**config.mk**
```make
export PLATFORM = sky130hd
export DESIGN_NAME = usb_redriver_eq_control
export DESIGN_NICKNAME = d
export VERILOG_FILES = /design/src/logic/redrv_pkg.sv /design/src/logic/usb_redriver_eq_control.sv
export VERILOG_INCLUDE_DIRS = /design/src /design/src/logic
export SDC_FILE = /design/constraint.sdc
export NUM_CORES = 1
export LEC_CHECK = 0
export BUFFER_PORTS_ARGS = -buffer_cell sky130_fd_sc_hd__buf_2
export CAP_MARGIN = 20
export CELL_PAD_IN_SITES_DETAIL_PLACEMENT = 1
export CELL_PAD_IN_SITES_GLOBAL_PLACEMENT = 2
export CORE_MARGIN = 2
export CORE_UTILIZATION = 33
export DETAILED_ROUTE_END_ITERATION = 8
export PLACE_DENSITY_LB_ADDON = 0.1
export SLEW_MARGIN = 20
export SYNTH_ARGS = -nofsm -noshare
export SYNTH_HDL_FRONTEND = slang
export SYNTH_SLANG_ARGS = --single-unit
```
**constraint.sdc**
```tcl
create_clock -name mclk_i -period 3.75 [get_ports mclk_i]
set_input_delay 0 -clock mclk_i [delete_from_list [all_inputs] [get_ports mclk_i]]
set_output_delay 0 -clock mclk_i [all_outputs]
set_load 0.005 [all_outputs]
```
**src/logic/redrv_defines.svh**
```systemverilog
// Constants of the redriver equalization control block.
// Included by bare name; definitions only.
`ifndef REDRV_DEFINES_SVH
`define REDRV_DEFINES_SVH
`define CLK_MHZ         10
`define SWEEP_DONE_US   400
`define QUICK_DONE_US   60
`define LANE_X1_US      100
`define SWEEP_STEPS_MAX 16
`define EQ_MAX          4'hF
`define EQ_ZERO         4'h0
`define SWEEP_UPPER_DEF 4'h8
`define QUICK_SHORT_EQ  4'h2
`define QUICK_LONG_EQ   4'h9
`endif

```
**src/logic/redrv_pkg.sv**
```systemverilog
// Types shared by the redriver equalization control block.
// Assumes nothing of its surroundings.
package redrv_pkg;
  // Four-level strap code, ordered low, resistor-to-ground, float, high
  typedef enum logic [1:0] {LVL_LOW, LVL_RGND, LVL_FLOAT, LVL_HIGH} strap_lvl_t;
  typedef struct packed {
    strap_lvl_t hi;
    strap_lvl_t lo;
  } strap_pair_t;
  typedef struct packed {
    strap_pair_t conn_eq;
    strap_pair_t host_eq;
    strap_lvl_t  conn_mode;
  } strap_set_t;
  typedef enum logic [1:0] {
    fixed_equalization, quick_adaptive_equalization, sweep_adaptive_equalization
  } eq_mode_t;
  typedef struct packed {
    logic       limited;
    logic [1:0] preshoot;
    logic [1:0] deemph;
  } host_tx_cfg_t;
  typedef enum logic [1:0] {ST_IDLE, ST_QUICK, ST_SWEEP} adapt_st_t;
endpackage

```
**src/logic/usb_redriver_eq_control.sv**
```systemverilog
// Equalization, redriver mode, strap latch and lane detect control.
// Assumes strap pins arrive as two-bit level codes from the pad comparators,
// activity and detect flags from analog, eye metric on mclk_i.
//
// Summary of operation
// - Detect x2 or x1 operation; power down the unused lane in x1.
// - Up to 16 equalization settings, from straps or configuration registers.
// - Connector-facing receivers support fixed, quick adaptive and sweep adaptive modes.
// - Host-facing receivers use fixed equalization only, never adaptation.
// - Connector receiver mode comes from strap or configuration registers.
// - Host-to-connector path always runs as linear redriver.
// - Connector-to-host path resets linear; limited only when register enables it.
// - Limited mode gives four pre-shoot and four de-emphasis levels.
// - Sample all four-level straps once just after enable rises.
// - After sampling, disconnect strap pull-up and pull-down resistors.
// - Each strap decodes to low, resistor, float or high, a base-four digit.
// - Each receiver group takes its setting from its own strap pair.
// - Fixed mode applies one constant setting regardless of the channel.
// - Quick adaptive classifies short or long and applies one of two settings.
// - Sweep adaptive searches anew on every insertion at the receptacle.
// - Sweep runs upward from zero to a programmable limit, default eight.
// - Add offset to sweep result when sign is 0, subtract when 1.
// - Offset result is clamped to never exceed fifteen.
// - Sweep finishes within 400 us; quick decision within 60 us.
`timescale 1ns/10ps
`include "redrv_defines.svh"
module usb_redriver_eq_control #(
  parameter int LANE_X1_CYC = `LANE_X1_US * `CLK_MHZ
) (
  input  wire logic                    mclk_i,
  input  wire logic                    rst_b_i,
  input  wire logic                    en_i,
  input  wire redrv_pkg::strap_set_t   strap_i,
  input  wire logic                    cfg_reg_sel_i,
  input  wire redrv_pkg::eq_mode_t     reg_conn_mode_i,
  input  wire logic [3:0]              reg_conn_eq_lane1_i,
  input  wire logic [3:0]              reg_conn_eq_lane2_i,
  input  wire logic [3:0]              reg_host_eq_lane1_i,
  input  wire logic [3:0]              reg_host_eq_lane2_i,
  input  wire redrv_pkg::host_tx_cfg_t reg_host_tx_i,
  input  wire logic [3:0]              sweep_upper_limit_i,
  input  wire logic [3:0]              eq_offset_value_i,
  input  wire logic                    eq_offset_sign_i,
  input  wire logic                    conn_insert_i,
  input  wire logic                    chan_class_valid_i,
  input  wire logic                    chan_long_i,
  input  wire logic [7:0]              eye_metric_i,
  input  wire logic                    lane1_active_i,
  input  wire logic                    lane2_active_i,
  output logic [3:0]                   conn_eq_lane1_o,
  output logic [3:0]                   conn_eq_lane2_o,
  output logic [3:0]                   host_eq_lane1_o,
  output logic [3:0]                   host_eq_lane2_o,
  output redrv_pkg::host_tx_cfg_t      host_tx_cfg_o,
  output logic                         conn_tx_linear_o,
  output logic                         strap_bias_en_o,
  output logic                         adapt_busy_o,
  output logic                         lane2_pd_o
);
  localparam int SWEEP_CYC = `SWEEP_DONE_US * `CLK_MHZ;
  localparam int DWELL_CYC = SWEEP_CYC / `SWEEP_STEPS_MAX;
  localparam int QUICK_CYC = `QUICK_DONE_US * `CLK_MHZ;
  localparam int SYNC_W    = $bits(redrv_pkg::strap_set_t) + 4;

  // ----------------------------------------------------------------
  // Reset release and input synchronisers
  // ----------------------------------------------------------------
  logic [1:0]            rst_sync_r;
  logic                  rst_n;
  logic [SYNC_W-1:0]     sync1_r;
  logic [SYNC_W-1:0]     sync2_r;
  redrv_pkg::strap_set_t strap_s;
  logic                  en_s;
  logic                  insert_s;
  logic                  lane1_s;
  logic                  lane2_s;

  // Release reset through two flops
  always_ff @(posedge mclk_i or negedge rst_b_i) begin
    if (!rst_b_i) rst_sync_r <= 2'h0;
    else          rst_sync_r <= {rst_sync_r[0], 1'b1};
  end
  assign rst_n = rst_sync_r[1];

  // Two flops on every pin-level input
  always_ff @(posedge mclk_i or negedge rst_n) begin
    if (!rst_n) begin
      sync1_r <= '0;
      sync2_r <= '0;
    end else begin
      sync1_r <= {strap_i, en_i, conn_insert_i, lane1_active_i, lane2_active_i};
      sync2_r <= sync1_r;
    end
  end
  assign {strap_s, en_s, insert_s, lane1_s, lane2_s} = sync2_r;

  // ----------------------------------------------------------------
  // Strap latch on enable rise
  // ----------------------------------------------------------------
  logic                  en_d_r;
  logic                  en_rise;
  logic                  insert_d_r;
  logic                  insert_rise;
  redrv_pkg::strap_set_t strap_r;

  assign en_rise     = en_s & ~en_d_r;
  assign insert_rise = insert_s & ~insert_d_r;

  // Capture once per enable rise, hold while enabled
  always_ff @(posedge mclk_i or negedge rst_n) begin
    if (!rst_n) begin
      en_d_r          <= 1'b0;
      insert_d_r      <= 1'b0;
      strap_r         <= '0;
      strap_bias_en_o <= 1'b1;
    end else begin
      en_d_r     <= en_s;
      insert_d_r <= insert_s;
      if (en_rise) strap_r <= strap_s;
      if (en_rise) strap_bias_en_o <= 1'b0;
      else if (!en_s) strap_bias_en_o <= 1'b1;
    end
  end

  // ----------------------------------------------------------------
  // Source selection: straps or configuration registers
  // ----------------------------------------------------------------
  logic [3:0]          strap_conn_eq;
  logic [3:0]          strap_host_eq;
  redrv_pkg::eq_mode_t strap_mode;
  redrv_pkg::eq_mode_t conn_mode;
  logic [3:0]          fix_l1;
  logic [3:0]          fix_l2;
  logic [3:0]          host_l1;
  logic [3:0]          host_l2;

  // Strap pair reads as a two-digit base-four number
  assign strap_conn_eq = {strap_r.conn_eq.hi, strap_r.conn_eq.lo};
  assign strap_host_eq = {strap_r.host_eq.hi, strap_r.host_eq.lo};
  assign strap_mode =
    (strap_r.conn_mode == redrv_pkg::LVL_RGND)  ? redrv_pkg::quick_adaptive_equalization :
    (strap_r.conn_mode == redrv_pkg::LVL_FLOAT) ? redrv_pkg::sweep_adaptive_equalization :
                                                  redrv_pkg::fixed_equalization;
  assign conn_mode = cfg_reg_sel_i ? reg_conn_mode_i : strap_mode;
  assign fix_l1    = cfg_reg_sel_i ? reg_conn_eq_lane1_i : strap_conn_eq;
  assign fix_l2    = cfg_reg_sel_i ? reg_conn_eq_lane2_i : strap_conn_eq;
  assign host_l1   = cfg_reg_sel_i ? reg_host_eq_lane1_i : strap_host_eq;
  assign host_l2   = cfg_reg_sel_i ? reg_host_eq_lane2_i : strap_host_eq;

  // ----------------------------------------------------------------
  // Adaptation engine
  // ----------------------------------------------------------------
  redrv_pkg::adapt_st_t st_r;
  logic [11:0]          timer_r;
  logic [3:0]           step_r;
  logic [3:0]           best_eq_r;
  logic [7:0]           best_metric_r;
  logic [3:0]           adapt_eq_r;
  logic                 adapt_start;
  logic                 dwell_end;
  logic                 take_step;
  logic [3:0]           final_eq;
  logic                 sweep_fin;
  logic                 quick_fin;
  logic [4:0]           off_sum;
  logic [3:0]           off_eq;

  assign adapt_start = insert_rise & en_s & (conn_mode != redrv_pkg::fixed_equalization);
  assign dwell_end   = (timer_r == 12'(DWELL_CYC - 1));
  assign take_step   = (step_r == `EQ_ZERO) | (eye_metric_i > best_metric_r);
  assign final_eq    = take_step ? step_r : best_eq_r;
  assign sweep_fin   = (st_r == redrv_pkg::ST_SWEEP) & dwell_end & (step_r >= sweep_upper_limit_i);
  assign quick_fin   = (st_r == redrv_pkg::ST_QUICK) &
                       (chan_class_valid_i | (timer_r == 12'(QUICK_CYC - 1)));
  // Offset with floor at zero and ceiling at the top setting
  assign off_sum = {1'b0, final_eq} + {1'b0, eq_offset_value_i};
  assign off_eq  = eq_offset_sign_i ?
                   ((eq_offset_value_i > final_eq) ? `EQ_ZERO : final_eq - eq_offset_value_i) :
                   (off_sum[4] ? `EQ_MAX : off_sum[3:0]);

  // Search sequencer
  always_ff @(posedge mclk_i or negedge rst_n) begin
    if (!rst_n) begin
      st_r          <= redrv_pkg::ST_IDLE;
      timer_r       <= '0;
      step_r        <= `EQ_ZERO;
      best_eq_r     <= `EQ_ZERO;
      best_metric_r <= '0;
      adapt_eq_r    <= `EQ_ZERO;
    end else begin
      unique case (st_r)
        redrv_pkg::ST_IDLE: begin
          timer_r <= '0;
          step_r  <= `EQ_ZERO;
          if (adapt_start) begin
            st_r <= (conn_mode == redrv_pkg::quick_adaptive_equalization) ?
                    redrv_pkg::ST_QUICK : redrv_pkg::ST_SWEEP;
          end
        end
        redrv_pkg::ST_QUICK: begin
          timer_r <= timer_r + 12'h001;
          if (quick_fin) begin
            adapt_eq_r <= (chan_class_valid_i & !chan_long_i) ? `QUICK_SHORT_EQ : `QUICK_LONG_EQ;
            st_r       <= redrv_pkg::ST_IDLE;
          end
        end
        redrv_pkg::ST_SWEEP: begin
          timer_r <= dwell_end ? 12'h000 : timer_r + 12'h001;
          if (dwell_end) begin
            best_eq_r     <= final_eq;
            best_metric_r <= take_step ? eye_metric_i : best_metric_r;
            step_r        <= step_r + 4'h1;
          end
          if (sweep_fin) begin
            adapt_eq_r <= off_eq;
            st_r       <= redrv_pkg::ST_IDLE;
          end
        end
        default: st_r <= redrv_pkg::ST_IDLE;
      endcase
    end
  end

  // ----------------------------------------------------------------
  // Applied settings
  // ----------------------------------------------------------------
  logic       adaptive;
  logic [3:0] conn_l1;
  logic [3:0] conn_l2;

  assign adaptive = conn_mode != redrv_pkg::fixed_equalization;
  // Sweep drives each trial setting out so the eye metric measures it
  assign conn_l1  = (adaptive & (st_r == redrv_pkg::ST_SWEEP)) ? step_r :
                    adaptive ? adapt_eq_r : fix_l1;
  assign conn_l2  = (adaptive & (st_r == redrv_pkg::ST_SWEEP)) ? step_r :
                    adaptive ? adapt_eq_r : fix_l2;

  // Output registers
  always_ff @(posedge mclk_i or negedge rst_n) begin
    if (!rst_n) begin
      conn_eq_lane1_o  <= `EQ_ZERO;
      conn_eq_lane2_o  <= `EQ_ZERO;
      host_eq_lane1_o  <= `EQ_ZERO;
      host_eq_lane2_o  <= `EQ_ZERO;
      host_tx_cfg_o    <= '0;
      conn_tx_linear_o <= 1'b1;
      adapt_busy_o     <= 1'b0;
    end else begin
      conn_eq_lane1_o  <= conn_l1;
      conn_eq_lane2_o  <= conn_l2;
      host_eq_lane1_o  <= host_l1;
      host_eq_lane2_o  <= host_l2;
      host_tx_cfg_o    <= (cfg_reg_sel_i & reg_host_tx_i.limited) ? reg_host_tx_i : '0;
      conn_tx_linear_o <= 1'b1;
      adapt_busy_o     <= st_r != redrv_pkg::ST_IDLE;
    end
  end

  // ----------------------------------------------------------------
  // Lane count detection
  // ----------------------------------------------------------------
  logic [15:0] x1_cnt_r;

  // Lane two idle long while lane one runs means x1
  always_ff @(posedge mclk_i or negedge rst_n) begin
    if (!rst_n) begin
      x1_cnt_r   <= '0;
      lane2_pd_o <= 1'b0;
    end else if (lane2_s || !en_s || !lane1_s) begin
      x1_cnt_r   <= '0;
      lane2_pd_o <= 1'b0;
    end else if (x1_cnt_r >= 16'(LANE_X1_CYC - 1)) begin
      lane2_pd_o <= 1'b1;
    end else begin
      x1_cnt_r <= x1_cnt_r + 16'h0001;
    end
  end

  // ----------------------------------------------------------------
  // Checks
  // ----------------------------------------------------------------
  logic [11:0] busy_cyc_r;

  // Cycles spent in one adaptation
  always_ff @(posedge mclk_i or negedge rst_n) begin
    if (!rst_n) busy_cyc_r <= '0;
    else        busy_cyc_r <= (st_r == redrv_pkg::ST_IDLE) ? 12'h000 : busy_cyc_r + 12'h001;
  end
endmodule

```
==> impl_metrics.yaml, run 1 <==
grt:
  track_usage_pct: 16.7
  grt_max_degree: 64
  grt_pass1_vias: 4469
  grt_overflow: 0
  antenna_found_initial: 0
  grt_pass1_wl_um: 22600
synth:
  ys_ff_latch: 116
  synth-xor-area-share_pct: 3.44
  syn_inst: 479
  synth_top_family_by_area: "simple AND/OR/NAND/NOR gates"
  synth_compound_gate_area_share_pct: 9.68
  synth_top_cell_area_share_pct: 53.8
  async_flop_share_pct: 100
  synth_seq_area_share_pct: 54.3
  synthMuxAreaShare_pct: 6.20
  netlist_area_um2: 5350
  synth_adder_area_share_pct: 7.76
  synth_area_leader_cell: "dfrtp_1"
  synth-edff-count: 0
  ys_top_cells_by_area: "dfrtp_1, ha_1, nand2_1"
  synthSimpleGateAreaFrac_pct: 15.1
  synth_cell_types: 63
  yosys_most_used_dff: "dfrtp_1"
  avgSynthCellArea_um2: 11.2
  yosys_warnings: 0
timing:
  worst_slack_ns: 0.340
  finalCriticalPeriod_ns: 3.41
  tns_ns: 0
  hold_viol: 0
  slew_viol_final: 0
  fin_crit_sh_pct: 90.9
  rsz0062_at_grt: "false"
  finClkSkew_ns: 0.0107
  slew_headroom_pct: 30.9
  fmax_mhz: 293
  setup_viol: 0
  worstMarginPinSlew_ns: 1.03
die:
  core_area_um2: 15900
  num_rows: 46
  io_pins: 84
  dieArea_um2: 17200
  die_w_um: 131
  die_h_um: 131
  start_util_pct: 33.7
placement:
  dpl.hpwl_um: 9220
  dpl-instance-area_um2: 6020
  gp_congestion: 0.768
  portBuffers: 82
  dp_slack_ns: 0.330
worst_setup_path:
  ff2ff_path_depth: 12
  r2r_start: "best_metric_r[6]$_DFFE_PN0P_"
  path_common_cell: "a211o_1"
  crit_fanout: 7
  worstSetupStartpointType: "flip-flop"
  cp_slowest_stage_delay_ns: 0.53
  rrSetupSlack_ns: 0.34
  arrival_ns: 3.69
  critical_path.cell_chain: "inv_1 > ha_1 > nand4_1 > nor2_1 > a211o_1 > o211ai_1 > fa_1 > nor3b_1 > a211o_1 > o311a_1 > o221ai_1 > o21ai_0"
  required_ns: 4.03
  r2r_end: "adapt_eq_r[2]$_DFFE_PN0P_"
  crit_type: "reg -> reg"
  crit_slowest_cell: "fa_1"
  end_kind: "flip-flop"
clocking:
  clkTransAtPathRegs_ns: 0.06
  cts_tree: "built"
  clock_latency_ns: 0.42
  clock_sinks: 116
  clock-root-buffer: "clkbuf_16"
  htreeDepth: 4
  numCtsBuffers: 17
  cts_buffer_depth: 2
power_and_ir_drop:
  p_per_area_nw_per_um2: 501
  leakage_nw: 3.31
  peakVddDrop_mv: 0.343
route:
  drt-total-wl_um: 13400
  drt_iter0_markers: 115
  postRouteAntennaNets: 0
  drtPass1Iterations: 4
  avgViaCountPerCell: 4.72
  drc: 0
  wl_per_cell_um: 15.7
  vias: 4034
cells_and_area:
  drive_above_1_share_pct: 23.8
  utilization_pct: 44.8
  fin_area_um2: 7110
  area_growth_pct: 32.9
  layout_common_cells: "dfrtp_1, buf_2, nand2_1, dlygate4sd3_1, inv_1"
  nFillCells: 1786
  fin_nets: 716
  antenna_cells: 0
  layout.cells.most_common: "dfrtp_1"
worst_hold_path:
  holdCritStartpoint: "reg_conn_mode_i[0]"
  hp-class: "in -> reg"
  hold_depth: 4
  whs_endpoint: "st_r[1]$_DFFE_PN0P_"
job:
  drv_cap: 0
status:
  status: "finished clean"
## final cells by class
| type | count | area [um^2] | area share [%] |
|---|---|---|---|
| flip-flops and latches | 116 | 2910 | 40.9 |
| multi-input cells | 318 | 2260 | 31.8 |
| repair buffers | 135 | 946 | 13.3 |
| clock buffers | 17 | 425 | 5.98 |
| well taps | 216 | 270 | 3.80 |
| clock inverters | 15 | 158 | 2.22 |
| inverters | 37 | 139 | 1.95 |
## Yosys cell counts (2+ instances only)
cell type  count
a211o_1        3
a211oi_1       7
a21boi_0       4
a21o_1         3
a21oi_1       16
a31oi_1        2
and2_1        10
and3_1         6
and4_4         2
and4b_1        2
clkbuf_1       6
dfrtp_1      115
fa_1           2
ha_1          30
inv_1         36
mux2_1         2
mux2_2        11
mux2_4         9
mux2i_1        5
nand2_1       57
nand2b_1       2
nand3_1       12
nand4_1        5
nor2_1        36
nor2b_1        3
nor3_1         8
nor3b_1        4
nor4_1         6
o211ai_1       4
o21a_1         2
o21ai_0       12
o21bai_1       2
o31ai_1        4
or2_2          3
xnor2_1       17
xor2_1         4
## worst max-delay path: cells and delay by family (launching register included)
kind / cells / cell delay, ns
AOI/OAI and AO/OA: 6 / 1.31
DFF: 1 / 0.35
and+or+nand+nor: 3 / 0.76
buffers and inverters: 1 / 0.05
adders and majority gates: 2 / 0.81
## worst max-delay path by stage
| stage | cells after the start | start | endpoint |
|---|---|---|---|
| 2_1_floorplan | 0 | rst_sync_r[1]$_DFF_PN0_ | adapt_busy_o$_DFF_PN0_ |
| 3_3_place_gp | 13 | best_metric_r[5]$_DFFE_PN0P_ | adapt_eq_r[2]$_DFFE_PN0P_ |
| 3_5_place_dp | 13 | best_metric_r[5]$_DFFE_PN0P_ | adapt_eq_r[2]$_DFFE_PN0P_ |
| 4_1_cts | 13 | best_metric_r[1]$_DFFE_PN0P_ | adapt_eq_r[2]$_DFFE_PN0P_ |
| 5_1_grt | 12 | best_metric_r[5]$_DFFE_PN0P_ | adapt_eq_r[2]$_DFFE_PN0P_ |
| 6_report | 12 | best_metric_r[6]$_DFFE_PN0P_ | adapt_eq_r[2]$_DFFE_PN0P_ |
## registers in the layout, summed over array words and instances, names as in the netlist
signal	flops
x1_cnt_r	16
sync1_r	14
sync2_r	14
timer_r	12
best_metric_r	8
host_tx_cfg_o	5
adapt_eq_r	4
best_eq_r	4
conn_eq_lane1_o	4
conn_eq_lane2_o	4
host_eq_lane1_o	4
host_eq_lane2_o	4
step_r	4
strap_conn_eq	4
strap_host_eq	4
rst_sync_r	2
st_r	2
strap_r	2
adapt_busy_o	1
en_d_r	1
insert_d_r	1
lane2_pd_o	1
strap_bias_en_o	1
## cell families (layout without fill, tap and decap cells)
kind of cell             after synthesis  in the layout
AND/OR/NAND/NOR                      163            163
flip-flops                           116            116
AO/OA/AOI/OAI                         73             73
buffers and inverters                 46            204
adder cells (fa/ha/maj)               32             32
multiplexers                          27             27
XOR/XNOR                              21             21
other                                  1              2
## per-layer routing
layer	up-vias	track usage, %	wire length, um
met2	70	28.7	6790
met5	-	0	0
met4	0	5.68	259
met1	1991	20.0	5860
li1	1945	-	-
met3	28	4.86	471
## metrics by stage
step                      hold WS [ns]  instances  total power, mW
after floorplan                 -0.296        480             1.73
after global placement          -0.216        772             1.93
after detailed placement        -0.211        772             1.94
after CTS                      0.00177        854             3.61
after global routing            0.0177        854             3.75
final                           0.0166        854             3.56
## timing repair
action                                  in CTS  in global routing
endpoints found under the setup margin       0                  1
buffers inserted                             0                  0
resized for setup                            0                  1
endpoints found under the hold margin       46                  0
hold buffers                                50                  0
## power by group
part / internal (mW) / switching [mW]
sequential: 1.37 / 0.0673
clock: 0.940 / 0.666
combinational: 0.239 / 0.279
total: 2.55 / 1.01
Note: power is estimated with default switching activity, not from simulation.
==> inputs of run 2 (changes only) <==
--- a/config.mk
+++ b/config.mk
@@ -6,12 +6,13 @@
 export SDC_FILE = /design/constraint.sdc
 export NUM_CORES = 1
 export LEC_CHECK = 0
+export ABC_AREA = 1
 export BUFFER_PORTS_ARGS = -buffer_cell sky130_fd_sc_hd__buf_2
 export CAP_MARGIN = 20
 export CELL_PAD_IN_SITES_DETAIL_PLACEMENT = 1
 export CELL_PAD_IN_SITES_GLOBAL_PLACEMENT = 2
 export CORE_MARGIN = 2
-export CORE_UTILIZATION = 33
+export CORE_UTILIZATION = 31
 export DETAILED_ROUTE_END_ITERATION = 8
 export PLACE_DENSITY_LB_ADDON = 0.1
 export SLEW_MARGIN = 20
==> impl_metrics.yaml, run 2 <==
status:
  status: "finished clean"
power_and_ir_drop:
  power.switching_mw: 1.13
  p_per_area_nw_per_um2: 506
  combPwrFrac_pct: 18.7
  peakVddDrop_mv: 0.335
  p_int_mw: 2.57
  clock_power_share_pct: 42.3
  leakage_nw: 3.70
  total_power_mw: 3.70
  swShare_pct: 30.6
  seqPwrFrac_pct: 39.0
worst_setup_path:
  critical_path.cell_chain: "inv_1 > ha_1 > a21oi_1 > o21a_1 > nand2_1 > nand2_1 > nand2_2 > nand2_1 > nand2_1 > inv_1 > ha_1 > inv_1 > fa_1 > a21oi_1 > nor2_1 > nand3_1 > nand2_1 > nand2_1 > nand2_1 > nand2_1 > nand2_1"
  critPathTopFamily: "simple AND/OR/NAND/NOR gates"
  end_kind: "flip-flop"
  path_buf_inv: 3
  cp_slowest_stage_delay_ns: 0.40
  worstSetupStartpointType: "flip-flop"
  rrSetupSlack_ns: 0.63
  arrival_ns: 3.42
  crit_type: "reg -> reg"
  r2r_end: "adapt_eq_r[3]$_DFFE_PN0P_"
  r2r_start: "best_metric_r[5]$_DFFE_PN0P_"
  crit_fanout: 16
  crit_slowest_cell: "fa_1"
  required_ns: 4.05
  ff2ff_path_depth: 21
  path_common_cell: "nand2_1"
timing:
  fmax_mhz: 320
  finalCriticalPeriod_ns: 3.12
  fin_crit_sh_pct: 83.2
  rsz0062_at_grt: "false"
  hold_viol: 0
  setup_viol: 0
  slew_headroom_pct: 49.6
  worst_slack_ns: 0.629
  slew_viol_final: 0
  hold-worst-slack_ns: 0.0204
  worstMarginPinSlew_ns: 0.755
  tns_ns: 0
  finClkSkew_ns: 0.00878
route:
  drt-total-wl_um: 13800
  vias: 4470
  postRouteAntennaNets: 0
  drt_iter0_markers: 165
  wl_per_cell_um: 13.6
  drtPass1Iterations: 4
  avgViaCountPerCell: 4.41
  drc: 0
clocking:
  clock_sinks: 116
  numCtsBuffers: 17
  clock-root-buffer: "clkbuf_16"
  cts_tree: "built"
  postCtsHoldBufs: 50
  clock_latency_ns: 0.41
  cts_setup_buffers: 0
  htreeDepth: 4
  clkTransAtPathRegs_ns: 0.06
  cts_buffer_depth: 2
  cts.repair.resized: 0
cells_and_area:
  drive_above_1_share_pct: 19.0
  largest_reg_flops: 16
  area_growth_pct: 30.5
  antenna_cells: 0
  layout_common_cells: "nand2_1, dfrtp_1, buf_2, inv_1, nor2_1"
  regMostFlops: "x1_cnt_r"
  fin_nets: 862
  reg.largest.list: "x1_cnt_r x16, sync1_r x14, sync2_r x14"
  layout.cells.most_common: "nand2_1"
die:
  core_area_um2: 17800
  start_util_pct: 31.4
  dieArea_um2: 19200
  die_w_um: 138
  io_pins: 84
  die_h_um: 138
  num_rows: 49
placement:
  dpl.hpwl_um: 9900
  gp_congestion: 0.793
  portBuffers: 82
  dp_slack_ns: 0.601
synth:
  yosysMostFrequentCell: "nand2_1"
  syn_inst: 630
  ys_top_cells_by_area: "dfrtp_1, nand2_1, ha_1"
  synth_area_leader_cell: "dfrtp_1"
  synth_cell_types: 38
  netlist_area_um2: 5600
  async_flop_share_pct: 100
  synth_top_cell_area_share_pct: 51.4
  ys_ff_latch: 116
  synth_seq_area_share_pct: 51.8
  yosys_warnings: 0
  avgSynthCellArea_um2: 8.89
  yosys_most_used_dff: "dfrtp_1"
  synth.cells.most_frequent: "nand2_1, dfrtp_1, inv_1"
  synth-edff-count: 0
grt:
  grt_pass1_vias: 4967
  grt_pass1_wl_um: 23900
  grt_overflow: 0
  track_usage_pct: 15.4
  antenna_found_initial: 0
  grt_max_degree: 61
worst_hold_path:
  hold_depth: 3
  holdCritStartpoint: "cfg_reg_sel_i"
  whs_endpoint: "host_eq_lane1_o[1]$_DFF_PN0_"
  hp-class: "in -> reg"
job:
  drv_cap: 0
run 2: worst min-delay path: stages:
cell,delay [ns]
buf_2,0.23
nand2_1,0.10
nand2_1,0.05
run 2: kinds of logic after synthesis:
logic type | count (synthesis) | synth area share, %
AO/OA/AOI/OAI | 40 | 4.31
XOR/XNOR | 19 | 2.97
adder cells (fa/ha/maj) | 32 | 7.42
buffers and inverters | 89 | 6.75
flip-flops | 116 | 51.8
multiplexers | 9 | 1.81
other | 1 | 0.0669
AND/OR/NAND/NOR | 324 | 24.8
run 2: metrics by stage:
| stage | instances | utilization [%] | cell area, um^2 |
|---|---|---|---|
| final | 1013 | 41.0 | 7310 |
| after global routing | 1013 | 41.0 | 7310 |
| after CTS | 1013 | 41.0 | 7310 |
| after detailed placement | 931 | 35.0 | 6240 |
| after global placement | 931 | 35.0 | 6240 |
| after floorplan | 631 | - | 5610 |
run 2: metal layers:
metal	wire [um]	track usage, %
met5	0	0
met1	6520	20.1
met4	174	5.21
met3	316	3.08
met2	6780	25.6
run 2: layout make-up:
| cell class | count | area (um^2) |
|---|---|---|
| fillers | 2096 | 10500 |
| flip-flops and latches | 116 | 2910 |
| multi-input cells | 426 | 2320 |
| repair buffers | 133 | 931 |
| clock buffers | 18 | 429 |
| inverters | 77 | 289 |
| well taps | 229 | 287 |
| clock inverters | 14 | 141 |
run 2: how the worst max path moves through the flow:
stage               cells past startpoint                         to                    startpoint
floorplan                               0     adapt_busy_o$_DFF_PN0_       rst_sync_r[1]$_DFF_PN0_
global placement                       24  adapt_eq_r[3]$_DFFE_PN0P_  best_metric_r[3]$_DFFE_PN0P_
detailed placement                     21  adapt_eq_r[3]$_DFFE_PN0P_  best_metric_r[5]$_DFFE_PN0P_
CTS                                    21  adapt_eq_r[3]$_DFFE_PN0P_  best_metric_r[5]$_DFFE_PN0P_
global route                           21  adapt_eq_r[3]$_DFFE_PN0P_  best_metric_r[5]$_DFFE_PN0P_
finish                                 21  adapt_eq_r[3]$_DFFE_PN0P_  best_metric_r[5]$_DFFE_PN0P_
run 2: power groups by stage:
stage | Combinational [mW] | Clock [mW] | Sequential [mW]
2_1_floorplan | 0.436 | 0 | 1.46
3_3_place_gp | 0.654 | 0 | 1.46
3_5_place_dp | 0.666 | 0 | 1.47
4_1_cts | 0.711 | 1.62 | 1.45
5_1_grt | 0.797 | 1.67 | 1.46
6_report | 0.693 | 1.57 | 1.44
